$ cat config.mk
export PLATFORM = sky130hd
export DESIGN_NAME = hibs_regs
export DESIGN_NICKNAME = d
export VERILOG_FILES = /design/src/verilog/hibs_pkg.sv /design/src/verilog/hibs_regs.sv
export VERILOG_INCLUDE_DIRS = /design/src /design/src/verilog
export SDC_FILE = /design/constraint.sdc
export NUM_CORES = 1
export LEC_CHECK = 0
export ABC_CLOCK_PERIOD_IN_PS = 1800
export BUFFER_PORTS_ARGS = -buffer_cell sky130_fd_sc_hd__buf_2
export CORE_ASPECT_RATIO = 1.5
export CORE_MARGIN = 4
export CORE_UTILIZATION = 48
export DETAILED_ROUTE_END_ITERATION = 16
export PLACE_DENSITY = 0.78
export SETUP_SLACK_MARGIN = 0.3
export SLEW_MARGIN = 10
export SYNTH_ARGS = -nofsm -noshare
export SYNTH_HDL_FRONTEND = slang
export SYNTH_SLANG_ARGS = --single-unit
$ cat constraint.sdc
create_clock -name sys_clk_in -period 1.8 [get_ports sys_clk_in]
set_input_delay 0 -clock sys_clk_in [delete_from_list [all_inputs] [get_ports sys_clk_in]]
set_output_delay 0 -clock sys_clk_in [all_outputs]
set_load 0.01 [all_outputs]
$ cat src/verilog/hibs_defs.svh
/*
 * offsets, field positions, reset values and window limits of the host
 * interrupt and bank select registers.
 * assumes: included by its bare name from the design file; no timing counts apply.
 */
`ifndef HIBS_DEFS_SVH
`define HIBS_DEFS_SVH

// ********************************************
// register offsets in host i/o space
// ********************************************
`define HIBS_OFS_STATUS 6'h00
`define HIBS_OFS_BANK 6'h01

// ********************************************
// host_interrupt_status_control fields
// ********************************************
`define HIBS_ST_CORE_INT 3
`define HIBS_ST_INT2CORE 2
`define HIBS_ST_FWD_EN 1
`define HIBS_ST_DIRECT 0

// ********************************************
// bank_switching_select fields
// ********************************************
`define HIBS_BK_LATCH 7
`define HIBS_BK_RSVD 6
`define HIBS_BK_FLASH 5
`define HIBS_BK_MBANK_HI 4
`define HIBS_BK_MBANK_LO 3
`define HIBS_BK_EXPWIN 2
`define HIBS_BK_TBANK_HI 1
`define HIBS_BK_TBANK_LO 0

// ********************************************
// reset values and transceiver window limits
// ********************************************
`define HIBS_RST_STATUS 8'h00
`define HIBS_RST_BANK 8'h00
`define HIBS_XWIN_LO 6'h08
`define HIBS_XWIN_NARROW_HI 6'h0f
`define HIBS_XWIN_WIDE_HI 6'h27

`endif

$ cat src/verilog/hibs_pkg.sv
/*
 * types of the host interrupt and bank select registers.
 * assumes: compiled before the design module that imports it.
 */
package hibs_pkg;

	// host i/o request, one strobe per access
	typedef struct packed {
		logic [5:0] addr;  // i/o offset
		logic wr;          // write strobe
		logic rd;          // read strobe
		logic [7:0] wdata; // write data
	} hibs_host_req_t;

	// signals from the embedded core, same clock
	typedef struct packed {
		logic irq_req;      // core raises a host interrupt (pulse)
		logic int_clear;    // core wrote one to bit 3 of its interrupt register
		logic grant;        // direct access grant bit of the core
		logic latch_strobe; // core address latch strobe
	} hibs_core_t;

	// whole state of the block
	typedef struct packed {
		logic [2:0] pnp_sync;
		logic pnp_mode;
		logic core_int;
		logic int2core;
		logic fwd_en;
		logic latch_flag;
		logic flash_sel;
		logic [1:0] mem_bank;
		logic exp_win;
		logic [1:0] xcvr_bank;
		logic [7:0] rdata;
		logic xcvr_sel;
		logic [4:0] xcvr_index;
		logic mem_flash;
		logic mem_sram;
		logic [16:0] mem_addr;
	} hibs_state_t;

endpackage : hibs_pkg

$ cat src/verilog/hibs_regs.sv
/*
 * host interrupt status/control and bank switching select registers,
 * with the transceiver window decode and memory steering they drive.
 * assumes: host strobes and core signals are on sys_clk_in; the isa mode
 * strap is a pin and is synchronised here.
 */
`timescale 1ns/1ps
`include "hibs_defs.svh"

module hibs_regs (
	// clock and reset
	input wire logic sys_clk_in,
	input wire logic reset_in,
	// host i/o register port
	input hibs_pkg::hibs_host_req_t host_req_in,
	output logic [7:0] host_rdata_out,
	// host common memory access
	input wire logic host_mem_req_in,
	input wire logic [14:0] host_mem_addr_in,
	// embedded core side
	input hibs_pkg::hibs_core_t core_in,
	// isa plug and play strap pin
	input wire logic isa_pnp_strap_in,
	// interrupts
	output logic interrupt_to_core_out,
	output logic host_irq_out,
	// memory steering
	output logic flash_sel_out,
	output logic sram_sel_out,
	output logic [16:0] local_memory_address_out,
	// transceiver register access
	output logic xcvr_sel_out,
	output logic [4:0] xcvr_index_out
);
	import hibs_pkg::*;

	// ********************************************
	// state and decode helpers
	// ********************************************
	hibs_state_t s_ff;  // registered state
	hibs_state_t nxt_s; // next state

	// does the offset fall in the transceiver window
	function automatic logic xcvr_hit(input logic [5:0] addr, input logic exp);
		logic [5:0] hi;
		hi = exp ? `HIBS_XWIN_WIDE_HI : `HIBS_XWIN_NARROW_HI;
		xcvr_hit = (addr >= `HIBS_XWIN_LO) && (addr <= hi);
	endfunction : xcvr_hit

	// transceiver register index for an offset in the window
	function automatic logic [4:0] xcvr_idx(input logic [5:0] addr, input logic exp,
		input logic [1:0] bank);
		logic [5:0] diff;
		diff = addr - `HIBS_XWIN_LO;
		if (exp) begin
			xcvr_idx = diff[4:0];
		end else begin
			xcvr_idx = {bank, addr[2:0]};
		end
	endfunction : xcvr_idx

	logic wr_status; // host write to the status/control register
	logic wr_bank;   // host write to the bank select register
	logic rd_status; // host read of the status/control register
	logic rd_bank;   // host read of the bank select register
	logic access;    // any host i/o strobe

	// address decode
	always_comb begin
		wr_status = 1'b0;
		wr_bank = 1'b0;
		rd_status = 1'b0;
		rd_bank = 1'b0;
		access = host_req_in.wr | host_req_in.rd;
		if (host_req_in.addr == `HIBS_OFS_STATUS) begin
			wr_status = host_req_in.wr;
			rd_status = host_req_in.rd;
		end else if (host_req_in.addr == `HIBS_OFS_BANK) begin
			wr_bank = host_req_in.wr;
			rd_bank = host_req_in.rd;
		end
	end

	// ********************************************
	// next state
	// ********************************************
	always_comb begin
		nxt_s = s_ff;
		// strap synchroniser; mode changes once stages 2 and 3 agree
		nxt_s.pnp_sync = {s_ff.pnp_sync[1:0], isa_pnp_strap_in};
		if (s_ff.pnp_sync[1] == s_ff.pnp_sync[2]) begin
			nxt_s.pnp_mode = s_ff.pnp_sync[2];
		end

		// core interrupt status: host one clears, forwarded event sets, set wins
		if (wr_status && host_req_in.wdata[`HIBS_ST_CORE_INT]) begin
			nxt_s.core_int = 1'b0;
		end
		if (s_ff.fwd_en && core_in.irq_req) begin
			nxt_s.core_int = 1'b1;
		end

		// interrupt to core: core clears, host one sets, a zero does nothing
		if (core_in.int_clear) begin
			nxt_s.int2core = 1'b0;
		end
		if (wr_status && host_req_in.wdata[`HIBS_ST_INT2CORE]) begin
			nxt_s.int2core = 1'b1;
		end

		// plain control bit of the status register
		if (wr_status) begin
			nxt_s.fwd_en = host_req_in.wdata[`HIBS_ST_FWD_EN];
		end

		// bank select fields
		if (wr_bank) begin
			if (!host_req_in.wdata[`HIBS_BK_LATCH]) begin
				nxt_s.latch_flag = 1'b0;
			end
			nxt_s.flash_sel = host_req_in.wdata[`HIBS_BK_FLASH];
			nxt_s.mem_bank = host_req_in.wdata[`HIBS_BK_MBANK_HI:`HIBS_BK_MBANK_LO];
			nxt_s.exp_win = host_req_in.wdata[`HIBS_BK_EXPWIN];
			nxt_s.xcvr_bank = host_req_in.wdata[`HIBS_BK_TBANK_HI:`HIBS_BK_TBANK_LO];
		end
		// strobe sets the test flag; set wins over a clearing write
		if (core_in.latch_strobe) begin
			nxt_s.latch_flag = 1'b1;
		end
		// isa mode holds the window bit at zero whatever is written
		if (s_ff.pnp_mode) begin
			nxt_s.exp_win = 1'b0;
		end

		// read data, sampled on the read strobe; unmapped offsets read zero
		nxt_s.rdata = 8'h00;
		if (rd_status) begin
			nxt_s.rdata[`HIBS_ST_CORE_INT] = s_ff.core_int;
			nxt_s.rdata[`HIBS_ST_INT2CORE] = s_ff.int2core;
			nxt_s.rdata[`HIBS_ST_FWD_EN] = s_ff.fwd_en;
			nxt_s.rdata[`HIBS_ST_DIRECT] = core_in.grant;
		end else if (rd_bank) begin
			nxt_s.rdata[`HIBS_BK_LATCH] = s_ff.latch_flag;
			nxt_s.rdata[`HIBS_BK_FLASH] = s_ff.flash_sel;
			nxt_s.rdata[`HIBS_BK_MBANK_HI:`HIBS_BK_MBANK_LO] = s_ff.mem_bank;
			// isa mode reads zero even before the lock has cleared the stored bit
			nxt_s.rdata[`HIBS_BK_EXPWIN] = s_ff.exp_win && !s_ff.pnp_mode;
			nxt_s.rdata[`HIBS_BK_TBANK_HI:`HIBS_BK_TBANK_LO] = s_ff.xcvr_bank;
		end

		// transceiver window decode, one-cycle select pulse
		nxt_s.xcvr_sel = access && xcvr_hit(host_req_in.addr, s_ff.exp_win);
		nxt_s.xcvr_index = 5'h00;
		if (nxt_s.xcvr_sel) begin
			nxt_s.xcvr_index = xcvr_idx(host_req_in.addr, s_ff.exp_win, s_ff.xcvr_bank);
		end

		// host common memory steering and upper address lines
		nxt_s.mem_flash = host_mem_req_in && s_ff.flash_sel;
		nxt_s.mem_sram = host_mem_req_in && !s_ff.flash_sel;
		if (host_mem_req_in) begin
			nxt_s.mem_addr = {s_ff.mem_bank, host_mem_addr_in};
		end
	end

	// ********************************************
	// state register
	// ********************************************
	always_ff @(posedge sys_clk_in) begin
		if (reset_in) begin
			s_ff <= '0;
		end else begin
			s_ff <= nxt_s;
		end
	end

	// outputs, all straight from the state register
	assign host_rdata_out = s_ff.rdata;
	assign interrupt_to_core_out = s_ff.int2core;
	assign host_irq_out = s_ff.core_int;
	assign flash_sel_out = s_ff.mem_flash;
	assign sram_sel_out = s_ff.mem_sram;
	assign local_memory_address_out = s_ff.mem_addr;
	assign xcvr_sel_out = s_ff.xcvr_sel;
	assign xcvr_index_out = s_ff.xcvr_index;
endmodule : hibs_regs
## Yosys cells after proc, flatten, opt, wreduce, memory -nomap -nowiden

Cells that the tools add are included.

- Input port bits: 39
- Bits in registers: 47

- Bitwise logic cells: 3
- Mux-type cells: 17
- Equality and inequality tests: 3
- $add $sub $neg: 1
- Reductions and logical operators: 18
- $lt $le $gt $ge: 2

Operator list:

| kind | number |
|---|---|
| 1-bit two-way mux | 12 |
| 1-bit logical AND | 8 |
| 4-bit two-way mux | 2 |
| 7-bit two-way mux | 1 |
| 6-bit by 1-bit equality test with 1-bit output, second input constant | 1 |
| 6-bit by 4-bit >= comparator with 1-bit output, second input constant | 1 |
| 6-bit less-or-equal comparator | 1 |
| 6-bit zero test | 1 |
| 6-bit two-way mux | 1 |
| 2-bit nonzero test | 3 |
| 5-bit two-way mux | 1 |
| 5-bit by 4-bit subtractor with 5-bit output, second input constant | 1 |
| 2-bit OR reduction | 2 |
| 3-bit OR reduction | 1 |
| 1-bit zero test | 2 |
| 2-bit by 1-bit inequality test with 1-bit output, second input constant | 1 |
| 1-bit NOT | 2 |
| 2-bit AND reduction | 1 |
| 1-bit equality test | 1 |
| 1-bit bitwise OR | 1 |

## Longest topological paths before layout

Gate-level depths: netlist (run 1).

- Word-level depth: 6
- Gate-level depth with buffers: 5
- Depth with buffers taken out: 5

## Worst setup path before layout (run 1)

OpenSTA, ideal clock, no wires.

- Kind: reg-to-reg
- Start point: reg s_ff[35] (netlist bit)
- End point: reg s_ff, in the netlist xcvr_index_out[4]
- Data arrival time: 1,281 ps
- Clock period less this slack: 1,420 ps
- Required time: 1,661 ps
- Cell stages (with the launch flop): 6
- Buffers on the path: 0
- Slack: 380 ps
- Cells stage by stage: dfxtp_1 > inv_1 > ha_1 > o21ai_0 > a32oi_1 > nor3_1

- Word-level cells in the longest chain between the ends: 6
- Elaborated cells between the ends (all ways): 7
- Classes of those cells: order compare (1); mux (2); bitwise (1); reduce/logical (3)

RTL lines:

| what | line | RTL |
|---|---|---|
| from (decl) | hibs_regs.sv:40 | `hibs_state_t s_ff;` |
| from (signal assigned) | hibs_regs.sv:173 | `s_ff <= nxt_s;` |
| 6-bit two-way mux (no line) | - |  |
| 6-bit less-or-equal comparator | hibs_regs.sv:47 | `` xcvr_hit = (addr >= `HIBS_XWIN_LO) && (addr <= hi); `` |
| 1-bit logical AND | hibs_regs.sv:47 |  |
| 1-bit logical AND | hibs_regs.sv:152 | `nxt_s.xcvr_sel = access && xcvr_hit(host_req_in.addr, s_ff.exp_win);` |
| 1-bit NOT (no line) | - |  |
| 2-bit OR reduction (no line) | - |  |

Parallel ways exist; a longest one is shown, timed or not.
A chain may end at the register's enable or synchronous reset.

## Final worst setup path (run 1)

- Start point: reg s_ff[35] (netlist bit)
- End point: reg s_ff, in the netlist xcvr_index_out[1]

Same word-level chain as after synthesis.

==> results.yml, run 1 <==
cells_and_area:
  final_common_cell: "buf_2"
  final_core_util_pct: 64.0
  antenna_cells: 0
  area_growth_pct: 28.8
  drive_gt1_share_pct: 31.9
  nets: 311
  final_cell_mix: "buf_2, dfxtp_1, dlygate4sd3_1"
  stdcell_count: 315
timing:
  setup_viol: 0
  timing.final.max_slew_violations: 0
  hold_viol: 0
  finalClockSkew_ns: 0.0124
  slew-limit-headroom_pct: 65.6
  fmax_mhz: 730
  hold_ws_ns: 0.0727
  final.period_utilization_pct: 76.1
  worstMarginPinSlew_ns: 0.516
  fin_setup_tns_ns: 0
  rsz0062_at_grt: "no"
  period_needed_ns: 1.37
die:
  die_w_um: 60.0
  core_area_sq_um: 3920
  start_util_pct: 49.7
  io-pin-count: 74
  rows: 28
  die_h_um: 86.1
  die-area_sq_um: 5170
worst_hold_path:
  hp-class: "in2reg"
clock_tree:
  cts.sinks: 46
  post_cts_buffers: 0
  htree_levels: 2
  clockBufferDepth: 2
  numCtsBuffers: 5
  cts-root-buf: "clkbuf_8"
  cts_tree: "done"
  clkSlewWorstSetupHoldPaths_ns: 0.09
  clk_latency_ns: 0.29
synthesis:
  synth-edff-count: 0
  syn-instance-count: 199
  async_flop_share_pct: 0
  synth_ff_type: "dfxtp_1"
  syn_nets: 240
  synth_warnings: 0
  ys_seq_area_share_pct: 47.2
  ys_ff_latch: 46
  syn_avg_cell_area_sq_um: 9.80
  syn_area_sq_um: 1950
  yosys-top-cells-area: "dfxtp_1, mux2i_1, buf_4"
  synth.top_cell.area_share_pct: 47.2
  yosys.cell_types.count: 33
  synth_largest_area_cell: "dfxtp_1"
setup_path:
  crit_path_end_kind: "flip-flop"
  crit_path_max_incr_delay_ns: 0.37
  crit_chain: "inv_1 > ha_1 > o21ai_0 > a32oi_2 > nor3b_1"
  cp-start-kind: "flip-flop"
  cp.buffers_inverters: 1
  critical_path_required_ns: 1.98
  cp_slowest_cell: "dfxtp_2"
  arrival_ns: 1.54
  crit_fanout: 6
  critPathKind: "reg2reg"
  critPathTopFamily: "compound AO/OA/AOI/OAI gates"
routing:
  drtAntennaViolNets: 0
  first_iter_violations: 38
  viasPerCell: 4.84
  wl_per_cell_um: 13.0
  drc: 0
  dr.pass1.iters: 4
  num_vias: 1524
  wl_mm: 4.10
power_and_ir_drop:
  leakagePower_nw: 1.19
  vdd_drop_max_mv: 0.624
  power.density_nw_per_um2: 747
placement:
  post-place-cells: 278
  io_buffers: 71
  dpl.hpwl_mm: 2.75
  routabilityCongestion: 0.770
global_routing:
  grt_pass1_vias: 1522
  grt_overflow: 0
  grt_pass1_wl_mm: 6.60
  grt_start_max_net_pins: 42
  antenna_found_initial: 0
  grt_use_total_pct: 16.9
status:
  status: "finished, final reports clean"
job:
  cap_violations: 0
[layer usage]
metal,GRT usage [%],wire (um),vias to the layer above
met5,0,0,-
li1,-,-,776
met2,29.2,2190,50
met4,7.06,74,0
met3,5.27,313,6
met1,18.5,1530,692
[state kept, by name, indices dropped and copies added (netlist names)]
| signal | flops |
|---|---|
| interrupt_to_core_out | 1 |
| host_irq_out | 1 |
| host_rdata_out | 7 |
| sram_sel_out | 1 |
| xcvr_sel_out | 1 |
| xcvr_index_out | 5 |
| s_ff | 10 |
| flash_sel_out | 1 |
| local_memory_address_out | 17 |
| nxt_s | 2 |
[power breakdown]
part	switching (W)	leakage (nW)	internal (W)
sequential	0.0000120	0.376	0.00105
combinational	0.000106	0.776	0.000132
clock	0.000314	0.0373	0.000266
total	0.000431	1.19	0.00144
[synthesized netlist by cell type, drive strengths merged (2+ instances only)]
| cell | number |
|---|---|
| a21oi | 3 |
| and3 | 3 |
| and4b | 2 |
| buf | 35 |
| clkbuf | 5 |
| dfxtp | 46 |
| ha | 2 |
| inv | 5 |
| mux2i | 23 |
| nand2 | 4 |
| nand2b | 9 |
| nand4b | 5 |
| nor2 | 25 |
| nor2b | 3 |
| nor3 | 2 |
| nor3b | 4 |
| o21ai | 8 |
[cell type report]
type                            count  area, sq um
Clock buffer                        6         72.6
Inverter                            5         18.8
Clock inverter                      1         7.51
Sequential cell                    46          922
Fill cell                         335         1410
Tap cell                           45         56.3
Timing Repair Buffer              104          678
Multi-Input combinational cell    108          754
[worst reg2reg max path: stages (launching register included)]
cell and delay (ns):
dfxtp_2 0.37, inv_1 0.05, ha_1 0.29, o21ai_0 0.10, a32oi_2 0.34, nor3b_1 0.11
[per-stage QoR]
stage	area [sq um]	total power [W]	worst slack [ns]
6_report	2510	0.00188	0.431
5_1_grt	2510	0.00198	0.322
2_1_floorplan	1950	0.00121	0.380
3_5_place_dp	2110	0.00127	0.288
3_3_place_gp	2110	0.00126	0.328
4_1_cts	2490	0.00190	0.356
[timing repair]
item	4_1_cts	5_1_grt
hold buffers	29	1
pin swaps	0	2
resized for setup	1	2
endpoints found under the setup margin	4	7
endpoints found under the hold margin	28	1
[worst paths after layout]
kind,from,endpoint,slack (ns),cells past startpoint
setup / recovery,s_ff[35],xcvr_index_out[1],0.43,5
hold / removal,host_req_in[8],host_rdata_out[1],0.07,3
setup reg to reg,s_ff[35],xcvr_index_out[1],0.43,5
hold reg to reg,nxt_s[45],nxt_s[46],0.45,1
[cells by family (layout without fill, tap and decap cells)]
family | Yosys count | after routing | share of synthesized area [%]
and+or+nand+nor | 65 | 65 | 18.9
DFF | 46 | 46 | 47.2
buffers and inverters | 45 | 116 | 14.8
muxes | 23 | 23 | 11.8
AOI/OAI and AO/OA | 16 | 16 | 5.39
adders and majority gates | 2 | 2 | 1.28
other | 1 | 1 | 0.192
xor gates and xnor gates | 1 | 1 | 0.449
Power figures use the tool's default switching activity.
==> run 2, diff against run 1 <==
--- a/config.mk
+++ b/config.mk
@@ -6,13 +6,13 @@
 export SDC_FILE = /design/constraint.sdc
 export NUM_CORES = 1
 export LEC_CHECK = 0
-export ABC_CLOCK_PERIOD_IN_PS = 1800
+export ABC_CLOCK_PERIOD_IN_PS = 1100
 export BUFFER_PORTS_ARGS = -buffer_cell sky130_fd_sc_hd__buf_2
 export CORE_ASPECT_RATIO = 1.5
 export CORE_MARGIN = 4
-export CORE_UTILIZATION = 48
+export CORE_UTILIZATION = 43
 export DETAILED_ROUTE_END_ITERATION = 16
-export PLACE_DENSITY = 0.78
+export PLACE_DENSITY = 0.74
 export SETUP_SLACK_MARGIN = 0.3
 export SLEW_MARGIN = 10
 export SYNTH_ARGS = -nofsm -noshare
==> constraint.sdc (replaced) <==
create_clock -name sys_clk_in -period 1.1 [get_ports sys_clk_in]
set_input_delay 0 -clock sys_clk_in [delete_from_list [all_inputs] [get_ports sys_clk_in]]
set_output_delay 0 -clock sys_clk_in [all_outputs]
set_load 0.01 [all_outputs]
==> run 2 against run 1 <==
Net effect: the run now ends with hold timing, setup timing left; global-route usage down 2.2 points; largest power group unchanged; maximum frequency rose by 14%; largest cell class unchanged; critical path depth unchanged; sequential cell count unchanged; total power grew 79%; setup slack worse by 0.53 ns; sequential power increased by 63%; via count grew 1.8%; combinational power increased by 75%; highest routed layer unchanged; routed wire length down 1.5%; design area rose by 6.3%.
==> results.yml, run 2 (synthesis results as in run 1) <==
global_routing:
  grt_pass1_wl_mm: 6.64
  grt_use_total_pct: 14.7
  antenna_found_initial: 0
  grt_overflow: 0
  grt_pass1_vias: 1440
  grt_start_max_net_pins: 27
cells_and_area:
  stdcell_area_sq_um: 2670
  area_growth_pct: 36.8
  antenna_cells: 0
  fillCellCount: 369
  final_common_cell: "buf_2"
  stdcell_count: 324
  drive_gt1_share_pct: 42.1
  final_cell_mix: "buf_2, dfxtp_1, dlygate4sd3_1"
  nets: 318
  largest_reg_flops: 17
setup_path:
  rr_worst_depth: 5
  startpoint: "s_ff[35]"
  crit_fanout: 6
  crit_path_max_incr_delay_ns: 0.36
  endpoint: "xcvr_index_out[4]"
  rrSetupSlack_ns: -0.10
  cp_slowest_cell: "dfxtp_4"
  r2r-start: "s_ff[35]"
  crit_path_end_kind: "flip-flop"
  arrival_ns: 1.38
  critical_path_required_ns: 1.28
  reg2reg_to: "xcvr_index_out[4]"
  critPathKind: "reg2reg"
  crit_chain: "inv_2 > ha_4 > o21ai_2 > a32oi_4 > nor3_1"
  critical_path_depth: 5
  cp.buffers_inverters: 1
  critPathTopFamily: "flip-flops"
  cp-start-kind: "flip-flop"
routing:
  viasPerCell: 4.79
  drc: 0
  drtAntennaViolNets: 0
  num_vias: 1552
  wl_per_cell_um: 12.5
  dr.pass1.iters: 4
  first_iter_violations: 30
  wl_mm: 4.04
timing:
  fin_setup_tns_ns: -0.502
  final.period_utilization_pct: 109
  setup_slack_ns: -0.101
  fmax_mhz: 832
  rsz0062_at_grt: "yes"
  setup_viol: 6
  hold_ws_ns: -0.0254
  finalClockSkew_ns: 0.00786
  period_needed_ns: 1.20
  timing.final.max_slew_violations: 0
  hold_viol: 1
clock_tree:
  holdBufCountCts: 26
  htree_levels: 2
  clk_latency_ns: 0.30
  clockBufferDepth: 2
  cts.sinks: 46
  numCtsBuffers: 5
  clkSlewWorstSetupHoldPaths_ns: 0.08
  cts-root-buf: "clkbuf_8"
  cts_tree: "done"
status:
  violations: "hold timing, setup timing"
  status: "complete, but fails checks"
placement:
  dpl.hpwl_mm: 2.93
  io_buffers: 71
  post-place-cells: 287
  routabilityCongestion: 0.840
  post_dp_cell_area_sq_um: 2240
  dp_slack_ns: -0.147
power_and_ir_drop:
  leakagePower_nw: 1.26
  vdd_drop_max_mv: 0.688
  power.density_nw_per_um2: 1260
  finalPower_w: 0.00336
die:
  die_w_um: 63.0
  rows: 29
  die-area_sq_um: 5700
  io-pin-count: 74
  core_area_sq_um: 4320
  start_util_pct: 45.1
  die_h_um: 90.5
worst_hold_path:
  hp-class: "in2reg"
  whs_path_depth: 2
job:
  cap_violations: 0
## run 2: per-layer routing
| metal | wire, um | vias up | GRT usage, % | part of all wire, % |
|---|---|---|---|---|
| li1 | - | 800 | - | - |
| met1 | 1700 | 688 | 17.1 | 42 |
| met2 | 1960 | 53 | 24.5 | 49 |
| met3 | 268 | 11 | 3.99 | 6.6 |
| met4 | 109 | 0 | 7.37 | 2.7 |
| met5 | 0 | - | 0 | 0 |
## run 2: through the flow
step                hold WS [ns]  utilization (%)
global placement           0.215             51.8
global route             -0.0383             61.8
floorplan                 0.0978                -
CTS                      -0.0402             60.9
detailed placement         0.215             51.8
finish                   -0.0254             61.8
## run 2: worst min-delay path by stage
| stage | from | endpoint | slack (ns) |
|---|---|---|---|
| after floorplan | host_req_in[13] | xcvr_index_out[3] | 0.1 |
| after global placement | isa_pnp_strap_in | nxt_s[45] | 0.21 |
| after detailed placement | isa_pnp_strap_in | nxt_s[45] | 0.22 |
| after CTS | host_req_in[13] | xcvr_index_out[3] | -0.04 |
| after global routing | host_req_in[13] | xcvr_index_out[3] | -0.04 |
| final | host_req_in[13] | xcvr_index_out[3] | -0.03 |
## run 2: power breakdown
part	leakage [nW]	total [W]	internal (W)	switching, W
Sequential	0.381	0.00173	0.00171	0.0000196
Combinational	0.829	0.000417	0.000234	0.000183
Clock	0.0514	0.00121	0.000677	0.000532
## run 2: final cells by class
class / count / area [sq um] / share of cell area (%)
Clock buffer: 6 / 72.6 / 2.72
Clock inverter: 2 / 37.5 / 1.41
Multi-Input combinational cell: 108 / 802 / 30.1
Sequential cell: 46 / 940 / 35.2
Inverter: 5 / 18.8 / 0.704
Timing Repair Buffer: 111 / 739 / 27.7
Tap cell: 46 / 57.6 / 2.16
## run 2: repair_timing
item	4_1_cts	5_1_grt
setup buffers	1	2
endpoints found under the setup margin	8	20
hold endpoints to repair	28	1
pin swaps	2	1
gates cloned	0	0
gates resized for setup	2	15
